**src/scp_pkg.sv**
```systemverilog
/*
  Constants and types of the serial configuration port.
  Assumes a 40 MHz core clock and a 200 ns configuration clock period.
*/
package scp_pkg;
  localparam int CLK_PERIOD_NS = 25;
  localparam int CFG_HALF_NS = 100;
  localparam int CFG_HALF_CYC_INT = CFG_HALF_NS / CLK_PERIOD_NS;
  localparam logic [2:0] CFG_HALF_CYC = 3'(CFG_HALF_CYC_INT);
  localparam logic [1:0] MODE_MASTER_SERIAL = 2'h1;
  localparam logic [1:0] MODE_SLAVE_SERIAL = 2'h3;
  localparam logic [3:0] STARTUP_CYCLES = 4'h8;
  localparam logic [2:0] BIT_LAST = 3'h7;
  localparam logic [7:0] BYTE_RESET = 8'h00;

  typedef enum logic [2:0] {
    ST_INIT = 3'h0,
    ST_SAMPLE = 3'h1,
    ST_LOAD = 3'h3,
    ST_STARTUP = 3'h2,
    ST_DONE = 3'h6,
    ST_ERROR = 3'h7
  } scp_state_type;
endpackage

```
**src/scp_serial_config_port.sv**
```systemverilog
/*
  Serial configuration port: master and slave serial loading, byte output
  through a two-entry buffer, status pins and daisy-chain output.
  Assumes pins arrive asynchronously and the byte consumer runs on clk_i.
*/
`timescale 1ns/1ps
`default_nettype none

module scp_serial_config_port (
  input wire logic clk_i,
  input wire logic rstn_i,
  input wire logic [1:0] mode_i,
  input wire logic cfg_clk_i,
  output logic cfg_clk_o,
  output logic cfg_clk_oe_n_o,
  input wire logic din_i,
  output logic dout_o,
  input wire logic init_i,
  output logic init_o,
  output logic init_oe_n_o,
  output logic done_o,
  output logic done_oe_n_o,
  input wire logic active_status_drive_i,
  output logic chain_select_out_n_o,
  output logic spi_mosi_o,
  input wire logic parallel_cs_n_i,
  input wire logic parallel_dir_i,
  input wire logic crc_error_i,
  input wire logic image_end_i,
  output logic [7:0] byte_o,
  output logic byte_valid_o,
  input wire logic byte_ready_i,
  output logic overrun_o
);
  scp_pkg::scp_state_type state_ff, nxt_state;
  logic cfg_s1_ff, cfg_s2_ff, cfg_s3_ff;
  logic din_s1_ff, din_s2_ff, init_s1_ff, init_s2_ff;
  logic [1:0] mode_s1_ff, mode_s2_ff;
  logic master_ff, cfg_clk_ff, cfg_oe_n_ff, link_prev_ff;
  logic [2:0] div_cnt_ff, bit_cnt_ff;
  logic [3:0] start_cnt_ff;
  logic [6:0] shift_ff;
  logic last_bit_ff, dout_ff, init_oe_n_ff, done_ff, done_o_ff, done_oe_n_ff;
  logic cso_n_ff, mosi_ff, overrun_ff, first_bit_ff;
  logic [7:0] out_ff, spare_ff;
  logic out_valid_ff, spare_valid_ff;

  // Mode decode; parallel strobes left unread in serial modes
  wire mode_ok = (mode_s2_ff == scp_pkg::MODE_MASTER_SERIAL) || (mode_s2_ff == scp_pkg::MODE_SLAVE_SERIAL);
  wire loading = (state_ff == scp_pkg::ST_LOAD);
  wire running = loading || (state_ff == scp_pkg::ST_STARTUP);
  // Slave edges come from the synchronised outside clock
  wire link_lvl = master_ff ? cfg_clk_ff : cfg_s3_ff;
  wire link_rise = link_lvl && !link_prev_ff;
  wire link_fall = !link_lvl && link_prev_ff;
  wire take_bit = loading && link_rise;
  wire [7:0] push_byte = {shift_ff, din_s2_ff};
  wire push = take_bit && (bit_cnt_ff == scp_pkg::BIT_LAST);
  wire pop = out_valid_ff && byte_ready_i;
  wire buf_full = out_valid_ff && spare_valid_ff;
  wire half_end = (div_cnt_ff == scp_pkg::CFG_HALF_CYC - 3'h1);
  wire clk_hold = !cfg_clk_ff && buf_full;
  wire clk_toggle = master_ff && running && half_end && !clk_hold;
  wire start_last = (start_cnt_ff == scp_pkg::STARTUP_CYCLES - 4'h1);

  always_comb
  begin
    nxt_state = state_ff;
    case (state_ff)
      scp_pkg::ST_INIT: if (init_s2_ff) nxt_state = scp_pkg::ST_SAMPLE;
      scp_pkg::ST_SAMPLE: nxt_state = mode_ok ? scp_pkg::ST_LOAD : scp_pkg::ST_ERROR;
      scp_pkg::ST_LOAD:
      begin
        if (crc_error_i) nxt_state = scp_pkg::ST_ERROR;
        else if (image_end_i) nxt_state = scp_pkg::ST_STARTUP;
      end
      scp_pkg::ST_STARTUP: if (link_rise && start_last) nxt_state = scp_pkg::ST_DONE;
      scp_pkg::ST_DONE: nxt_state = scp_pkg::ST_DONE;
      scp_pkg::ST_ERROR: nxt_state = scp_pkg::ST_ERROR;
      default: nxt_state = scp_pkg::ST_INIT;
    endcase
  end

  // Pin synchronisers
  always_ff @(posedge clk_i or negedge rstn_i)
  begin
    if (!rstn_i)
    begin
      cfg_s1_ff <= 1'b0;
      cfg_s2_ff <= 1'b0;
      cfg_s3_ff <= 1'b0;
      din_s1_ff <= 1'b0;
      din_s2_ff <= 1'b0;
      init_s1_ff <= 1'b0;
      init_s2_ff <= 1'b0;
      mode_s1_ff <= 2'h0;
      mode_s2_ff <= 2'h0;
    end
    else
    begin
      cfg_s1_ff <= cfg_clk_i;
      cfg_s2_ff <= cfg_s1_ff;
      cfg_s3_ff <= cfg_s2_ff;
      din_s1_ff <= din_i;
      din_s2_ff <= din_s1_ff;
      init_s1_ff <= init_i;
      init_s2_ff <= init_s1_ff;
      mode_s1_ff <= mode_i;
      mode_s2_ff <= mode_s1_ff;
    end
  end

  // State, mode latch and master clock divider
  always_ff @(posedge clk_i or negedge rstn_i)
  begin
    if (!rstn_i)
    begin
      state_ff <= scp_pkg::ST_INIT;
      master_ff <= 1'b0;
      cfg_oe_n_ff <= 1'b1;
      cfg_clk_ff <= 1'b0;
      div_cnt_ff <= 3'h0;
      link_prev_ff <= 1'b0;
      start_cnt_ff <= 4'h0;
    end
    else
    begin
      state_ff <= nxt_state;
      link_prev_ff <= link_lvl;
      if (state_ff == scp_pkg::ST_SAMPLE)
      begin
        master_ff <= (mode_s2_ff == scp_pkg::MODE_MASTER_SERIAL);
        cfg_oe_n_ff <= (mode_s2_ff != scp_pkg::MODE_MASTER_SERIAL);
      end
      // Clock stays low until mode latched, stalls when buffer full
      div_cnt_ff <= (!(master_ff && running) || half_end) ? 3'h0 : div_cnt_ff + 3'h1;
      if (clk_toggle) cfg_clk_ff <= !cfg_clk_ff;
      if (state_ff == scp_pkg::ST_STARTUP && link_rise) start_cnt_ff <= start_cnt_ff + 4'h1;
    end
  end

  // Bit assembly, chain outputs and daisy-chain data
  always_ff @(posedge clk_i or negedge rstn_i)
  begin
    if (!rstn_i)
    begin
      shift_ff <= 7'h00;
      bit_cnt_ff <= 3'h0;
      last_bit_ff <= 1'b0;
      first_bit_ff <= 1'b0;
      dout_ff <= 1'b0;
      cso_n_ff <= 1'b1;
      mosi_ff <= 1'b0;
    end
    else
    begin
      if (take_bit)
      begin
        shift_ff <= push_byte[6:0];
        bit_cnt_ff <= bit_cnt_ff + 3'h1;
        last_bit_ff <= din_s2_ff;
        cso_n_ff <= !cso_n_ff;
        mosi_ff <= !mosi_ff;
        if (bit_cnt_ff == 3'h0) first_bit_ff <= din_s2_ff;
      end
      if (link_fall) dout_ff <= last_bit_ff;
    end
  end

  // Two-entry byte buffer
  always_ff @(posedge clk_i or negedge rstn_i)
  begin
    if (!rstn_i)
    begin
      out_ff <= scp_pkg::BYTE_RESET;
      spare_ff <= scp_pkg::BYTE_RESET;
      out_valid_ff <= 1'b0;
      spare_valid_ff <= 1'b0;
      overrun_ff <= 1'b0;
    end
    else
    begin
      if (pop)
      begin
        if (spare_valid_ff)
        begin
          out_ff <= spare_ff;
          spare_ff <= push_byte;
          spare_valid_ff <= push;
        end
        else
        begin
          out_ff <= push_byte;
          out_valid_ff <= push;
        end
      end
      else if (push && !out_valid_ff)
      begin
        out_ff <= push_byte;
        out_valid_ff <= 1'b1;
      end
      else if (push && !spare_valid_ff)
      begin
        spare_ff <= push_byte;
        spare_valid_ff <= 1'b1;
      end
      if (push && buf_full && !pop) overrun_ff <= 1'b1;
    end
  end

  // Status pins
  always_ff @(posedge clk_i or negedge rstn_i)
  begin
    if (!rstn_i)
    begin
      init_oe_n_ff <= 1'b1;
      done_ff <= 1'b0;
      done_o_ff <= 1'b0;
      done_oe_n_ff <= 1'b0;
    end
    else
    begin
      init_oe_n_ff <= (state_ff != scp_pkg::ST_ERROR);
      done_ff <= (state_ff == scp_pkg::ST_DONE);
      done_o_ff <= active_status_drive_i && done_ff;
      done_oe_n_ff <= !active_status_drive_i && done_ff;
    end
  end

  assign cfg_clk_o = cfg_clk_ff;
  assign cfg_clk_oe_n_o = cfg_oe_n_ff;
  assign dout_o = dout_ff;
  assign init_o = 1'b0;
  assign init_oe_n_o = init_oe_n_ff;
  assign done_o = done_o_ff;
  assign done_oe_n_o = done_oe_n_ff;
  assign chain_select_out_n_o = cso_n_ff;
  assign spi_mosi_o = mosi_ff;
  assign byte_o = out_ff;
  assign byte_valid_o = out_valid_ff;
  assign overrun_o = overrun_ff;

  a_clk_static: assert property (@(posedge clk_i) disable iff (!rstn_i)
    (state_ff == scp_pkg::ST_INIT || state_ff == scp_pkg::ST_SAMPLE) |-> !cfg_clk_ff && cfg_oe_n_ff)
    else $error("cfg clock moved before mode sampled");
  a_clk_half: assert property (@(posedge clk_i) disable iff (!rstn_i)
    $rose(cfg_clk_ff) |=> cfg_clk_ff [*3])
    else $error("master clock high phase too short");
  a_msb_first: assert property (@(posedge clk_i) disable iff (!rstn_i)
    push |=> spare_valid_ff ? (spare_ff[7] == $past(first_bit_ff) || out_ff[7] == $past(first_bit_ff))
                            : (out_ff[7] == $past(first_bit_ff)))
    else $error("byte not msb first");
  a_bit_count: assert property (@(posedge clk_i) disable iff (!rstn_i)
    take_bit |=> bit_cnt_ff == $past(bit_cnt_ff) + 3'h1)
    else $error("bit not taken on rising edge");
  a_sel_toggle: assert property (@(posedge clk_i) disable iff (!rstn_i)
    take_bit |=> chain_select_out_n_o != $past(chain_select_out_n_o) && spi_mosi_o != $past(spi_mosi_o))
    else $error("chain select did not toggle");
  a_dout_fall: assert property (@(posedge clk_i) disable iff (!rstn_i)
    !link_fall |=> dout_o == $past(dout_o))
    else $error("dout changed off falling edge");
  a_init_od: assert property (@(posedge clk_i) disable iff (!rstn_i)
    crc_error_i && loading |-> ##[1:2] !init_oe_n_o && !init_o)
    else $error("crc error not reported on init");
  a_done_drive: assert property (@(posedge clk_i) disable iff (!rstn_i)
    state_ff == scp_pkg::ST_DONE && active_status_drive_i |-> ##2 done_o && !done_oe_n_o)
    else $error("done not actively driven high");
  a_done_low: assert property (@(posedge clk_i) disable iff (!rstn_i)
    state_ff != scp_pkg::ST_DONE |=> !done_ff)
    else $error("done high while unconfigured");
  a_startup_len: assert property (@(posedge clk_i) disable iff (!rstn_i)
    state_ff == scp_pkg::ST_STARTUP && $past(state_ff) == scp_pkg::ST_LOAD |-> start_cnt_ff == 4'h0)
    else $error("startup count not cleared");
endmodule

`default_nettype wire

```
**config.mk**
```make
export PLATFORM = sky130hd
export DESIGN_NAME = scp_serial_config_port
export DESIGN_NICKNAME = d
export VERILOG_FILES = /design/src/scp_pkg.sv /design/src/scp_serial_config_port.sv
export SDC_FILE = /design/constraint.sdc
export NUM_CORES = 1
export LEC_CHECK = 0
export BUFFER_PORTS_ARGS = -buffer_cell sky130_fd_sc_hd__buf_2
export CAP_MARGIN = 5
export CORE_UTILIZATION = 40
export CTS_BUF_LIST = sky130_fd_sc_hd__clkbuf_4 sky130_fd_sc_hd__clkbuf_8
export DETAILED_ROUTE_END_ITERATION = 6
export PLACE_DENSITY = 0.6
export SYNTH_ARGS = -nofsm -noshare
export SYNTH_HDL_FRONTEND = slang
export SYNTH_SLANG_ARGS = --single-unit
```
**constraint.sdc**
```tcl
create_clock -name clk_i -period 2 [get_ports clk_i]
set_input_delay 0.3 -clock clk_i [delete_from_list [all_inputs] [get_ports clk_i]]
set_output_delay 0.3 -clock clk_i [all_outputs]
set_load 0.02 [all_outputs]
```
[Word-level counts from Yosys, hierarchy flattened]
Index checks and enable logic that the tools add are counted.
Storage, ports and cells
  logic and storage cells: 113
  output and inout bits: 19
  input port bits: 13
  register bits: 62
Cells by class
  equality and inequality tests: 18
  reduce and logical (&&, ||, !) cells: 39
  add/sub/neg operators: 3
  multiplexer cells: 22
Operators with widths (number)
  $mux 8: 7
  $logic_and 1x1->1: 18
  $mux 3: 6
  $pmux 3 s6: 1
  $logic_not 1->1: 11
  $eq 3x2->1 const B: 3
  $eq 3x3->1 const B: 3
  $mux 1: 8
  $ne 2x2->1 const B: 4
  $add 3x1->3 const B: 2
  $ne 3x3->1 const B: 2
  $reduce_and 3->1: 2
  $add 4x1->4 const B: 1
  $eq 4x3->1 const B: 1
  $ne 2x1->1 const B: 2
  $reduce_and 2->1: 2
  $reduce_bool 2->1: 2
  $eq 3x1->1 const B: 1
  $logic_not 3->1: 1
  $logic_or 1x1->1: 3
  $eq 2x1->1 const B: 1
  $eq 2x2->1 const B: 1

[Logic depth before layout (Yosys ltp)]
  word-level depth: 8
  mapped depth: 7
  mapped depth without buffers: 6

[Worst setup path before layout]
No wires, ideal clock.
  path type: reg2reg
  start: register bit_cnt_ff[0]
  end: register spare_ff[0]
  path buffers: 0
  cell stages (with the launch flop): 6
  path slack: 297 ps
  data arrival time: 1578 ps
  data required time: 1875 ps
  library setup time: 125 ps
  cells stage by stage: dfrtp_1 -> ha_1 -> ha_1 -> and3b_1 -> a21boi_4 -> mux2_2
On the way
  longest elaborated chain between the ends: 5
  elaborated cells on any way between the ends: 7
  those cells by class: eq/ne (2); reduce/logical (5)
Ends and longest elaborated chain
  start: declaration: RTL line scp_serial_config_port.sv:40  | logic [2:0] div_cnt_ff, bit_cnt_ff;
  start signal: assignment: RTL line scp_serial_config_port.sv:160  | bit_cnt_ff <= bit_cnt_ff + 3'h1;
  $eq 3x3->1 (*): RTL line scp_serial_config_port.sv:58  | wire push = take_bit && (bit_cnt_ff == scp_pkg::BIT_LAST);
  $logic_and 1x1->1 (*): RTL line scp_serial_config_port.sv:58
  $logic_and 1x1->1 (on tied branches): RTL line scp_serial_config_port.sv:197, scp_serial_config_port.sv:202
  $ne 2x2->1 (no line) / $reduce_bool 2->1 (equally long branches)
  $reduce_and 3->1 (no line) (*)
  end signal: assignment: RTL line scp_serial_config_port.sv:176  | spare_ff <= scp_pkg::BYTE_RESET;
  end signal: assignment: RTL line scp_serial_config_port.sv:188  | spare_ff <= push_byte;
  end signal: assignment: RTL line scp_serial_config_port.sv:204  | spare_ff <= push_byte;
  end: declaration: RTL line scp_serial_config_port.sv:45  | logic [7:0] out_ff, spare_ff;
Every way passes the cells marked *; elsewhere a longest branch is shown, timed or not.
A chain may end at the register's enable or synchronous reset.

[Worst setup path after layout]
  start: register bit_cnt_ff[0]
  end: register spare_ff[6]
Same word-level chain as after synthesis.

==> summary by stage <==
GRT
The total routing resource utilization after global routing is 14.1%. The maximum number of pins on one net before global-route repair is 62. The number of antenna violations at the first check in global routing was 0. The leftover overflow at the end of global routing is 0. Global routing used 14.9% of the available met1 tracks. In the global route stage, met2 resource usage came out at 23.6%. The first global-routing pass estimated 6.54 mm of wire. The via count of the first global-routing pass is 1463. The most heavily used metal layer in global routing is met2. The met3 usage is 7.31%.

Drt
After detailed routing, the average wire length per cell comes to 12.9 microns. The number of nets with antenna violations after routing is 0. The total DRC errors in the routed layout is 0. The first TritonRoute pass finished after 4 iterations. The first routing iteration left 49 violations. The total via count in the routed design is 1430. The routed design has 3.83 mm of wire. In the routed layout, each cell is associated on average with a via count of 4.80.

Flow run
Across the run, the number of max-cap violations was 0.

STA
Clock skew on the completed layout was measured at 5.61 ps. The number of pins with negative max-slew slack in the final report is 0. The number of hold violations in the final report came to 0. Based on the critical path, the design can be clocked at up to 0.546 GHz. The clock period could shrink to 1830 ps. Setup violations remaining at the end of the flow were counted as 0.

Dividing the final minimum period by the clock period gives 91.6%. The final total negative setup slack is 0 ps. Setup repair after global routing left no endpoint under its margin.

CTS
The clock transition at the registers of the reported paths is 70 ps. No sink is reached through more buffers than the 2 on the longest clock path. For the worst-skew pair, the clock arrives at the later sink with an insertion delay of 340 ps. For this design, the sink count on the clock tree is 61.

Clock tree synthesis selected as its root buffer the cell sky130_fd_sc_hd__clkbuf_8. TritonCTS built the clock tree. In this run, CTS created clock tree buffers numbering 9. The H-tree level count is 3.

Logic synthesis
The synthesized design contains 0 enable-type register cells. In the post-synthesis netlist, the biggest area contributors are sky130_fd_sc_hd__dfrtp_1 60%, sky130_fd_sc_hd__mux2_2 8.8%, sky130_fd_sc_hd__mux2i_1 3.3%. The synthesized netlist devotes 9.62% of its cell area to simple gates. The post-synthesis mux area share is 13.0%.

The net count after synthesis is 194. The number of distinct library cells after synthesis is 37. The commonest cells after synthesis are 58 x sky130_fd_sc_hd__dfrtp_1, 19 x sky130_fd_sc_hd__mux2_2, 13 x sky130_fd_sc_hd__nor2_1. In this run, synthesis produced a sequential element count of 61.

Among all cell types in the netlist, the one instantiated most often is sky130_fd_sc_hd__dfrtp_1. The area of the mapped netlist is 2430 sq um. The compound-gate portion of the synthesized area is 6.95%. The yosys synthesis warning count is 0. The area share of the largest cell type after synthesis is 59.7%. A synthesized cell averages 13.8 sq um. The dominant combinational cell family by area after synthesis is multiplexers. The number of instances in the synthesized netlist is 176.

The post-synthesis share of cell area spent on xor and xnor gates is 2.16%. The flip-flop cell with the highest count after synthesis is sky130_fd_sc_hd__dfrtp_1. The sequential fraction of the synthesis area is 62.9%. The adder-cell area share of the yosys netlist is 2.57%. Counting flops with an async set or reset pin after synthesis yields a share of 100%. Summed over all instances, the cell type with the most area after synthesis is sky130_fd_sc_hd__dfrtp_1.

Finish
After the last flow step, the layout net total stands at 236. For this run, the number of standard cells in the final layout without fillers is 298. The post-route netlist has 35.9% of its cells at a drive strength greater than 1. The synthesis-to-finish area growth is 19.1%. The number of fillers in the final layout is 544. The number of inserted diodes is 0. Cells fill 49.2% of the core in the end. Once layout is done, the placed cells without fillers occupy 2900 sq um.

Floorplanning
The horizontal extent of the die is 80.0 microns. The die covers 6390 sq um. The number of rows created at floorplan is 28.

The die is 80.0 microns tall. The placeable core region is 5890 sq um. The count of pins on the block boundary is 32.

Once the floorplan was initialized, standard cells occupied 41.3% of the core.

Power
The share of total power dissipated in combinational logic is 18.2%. For this design the ratio of total power to cell area is 1120 nW/um^2. VDD sags by at most 0.000690 V. For this design the static power due to leakage is 0.00150 uW. The sequential fraction of design power is 48.8%. The switching power summed over all nets is 903 uW. The internal power contribution is 2330 uW. The clock network burns 33.1% of the power. Net switching is 27.9% of the power.

Status
The flow ran to the end, and the final reports show no timing, DRC or antenna violations.

Setup path
The critical path goes through ha_1, ha_1, and3b_1, a21boi_4, mux2_2. On the critical path, the stage with the largest delay is an instance of sky130_fd_sc_hd__dfrtp_1. The launching point of the worst reg2reg path is bit_cnt_ff[0]. The most common cell type on the critical path is sky130_fd_sc_hd__ha_1. In this design, the stage delay of the slowest critical-path cell is 390 ps.

The kind of critical path is register to register. At the worst endpoint, the arrival time is 2050 ps. Along the worst path, the maximum fanout reaches 8. For the worst setup path, the data required time is 2220 ps. STA classifies the critical path startpoint as a register.

The critical path endpoint category is a register. The start point of the critical path is bit_cnt_ff[0].

Worst hold path
The worst min-delay path category is input pin to register. The worst hold path begins at din_i.

Placement
The number of placed instances, taps included, is 281. Detailed placement ended at an HPWL of 2.44 mm. The count of buffers inserted at the top-level ports is 28. Routability-driven placement finished with a final weighted congestion of 0.684. Once placement finished, the instance area stood at 2690 sq um.
-- cell usage in the layout, fill, tap and decap left out, drive strengths merged --
master,netlist,routed
mux2,19,19
nand2,8,8
and2,1,1
a211oi,2,2
and3b,2,2
a21boi,1,1
dfrtp,58,58
nor3,2,2
a21oi,10,10
nand3b,4,4
bufinv,0,1
nand2b,2,2
dlygate4sd3,0,1
and3,1,1
nor4,1,1
mux2i,9,9
ha,5,5
nor2,13,13
o21a,1,1
nand3,3,3
conb,1,1
o41ai,1,1
nand4,1,1
a21o,1,1
dfstp,3,3
clkinv,0,4
xnor2,2,2
xor2,4,4
clkbuf,1,11
a41o,1,1
nor4b,1,1
inv,6,6
o21ai,5,5
nor2b,3,3
buf,4,35
-- final cells by class --
cell class              count  area, sq um  share of cell area (%)
clock inverters             5         50.0                    1.73
clock buffers              11          145                    5.01
repair buffers             36          215                    7.43
flip-flops and latches     61         1530                    52.9
inverters                   6         22.5                   0.778
multi-input cells         104          838                    29.0
well taps                  75         93.8                    3.24
-- stage by stage --
step / hold slack [ps] / setup WS [ps] / power [uW]
after floorplan: 4.41 / 297 / 1970
after global placement: 335 / 178 / 2190
after detailed placement: 335 / 148 / 2200
after CTS: 47.3 / 137 / 3300
after global routing: 46.4 / 77.1 / 3430
final: 65.9 / 167 / 3240
-- critical path: cells and delay by family (launching register included) --
family | cells | cell delay (ps)
compound gates | 1 | 310
fa+ha+maj | 2 | 420
flops | 1 | 390
mux | 1 | 370
simple gates | 1 | 220
-- what timing repair did --
action,CTS,global route
endpoints found under the hold margin,58,0
buffers inserted,0,0
gates resized for setup,0,0
setup endpoints to repair,0,0
hold buffers,1,0
-- power groups by stage --
| stage | registers (uW) | logic [uW] | clock network, uW |
|---|---|---|---|
| floorplan | 1700 | 271 | 0 |
| global placement | 1600 | 589 | 0 |
| detailed placement | 1600 | 600 | 0 |
| CTS | 1580 | 603 | 1110 |
| global route | 1610 | 658 | 1160 |
| finish | 1580 | 588 | 1070 |
-- path summary, 6_finish.rpt --
path                                     to  slack, ps  depth (start not counted)
worst max-delay path            spare_ff[6]        170                          5
worst min-delay path              din_s1_ff         70                          1
worst max register to register  spare_ff[6]        170                          5
worst min register to register    cfg_s2_ff        350                          0
max in group asynchronous       init_oe_n_o       1180                          3
min in group asynchronous       done_oe_n_o        490                          3
-- state kept, by name, summed over array words and instances, names as in the netlist, 2 cells and up --
name	flops
div_cnt_ff	3
mode_s1_ff	2
mode_s2_ff	2
start_cnt_ff	4
byte_o	8
bit_cnt_ff	3
spare_ff	8
state_ff	3
shift_ff	7
-- cells by family (layout without fill, tap and decap cells) --
group | after synthesis | count (layout)
xor gates and xnor gates | 6 | 6
adders and majority gates | 5 | 5
buffers and inverters | 11 | 58
DFF | 61 | 61
muxes | 28 | 28
other | 1 | 1
and+or+nand+nor | 42 | 42
AOI/OAI and AO/OA | 22 | 22
-- layer usage --
| metal | wire [microns] | vias up |
|---|---|---|
| met3 | 216 | 5 |
| met4 | 51 | 0 |
| met2 | 1830 | 28 |
| met1 | 1740 | 708 |
| met5 | 0 | - |
| li1 | - | 689 |
(Power assumes the default switching activity.)
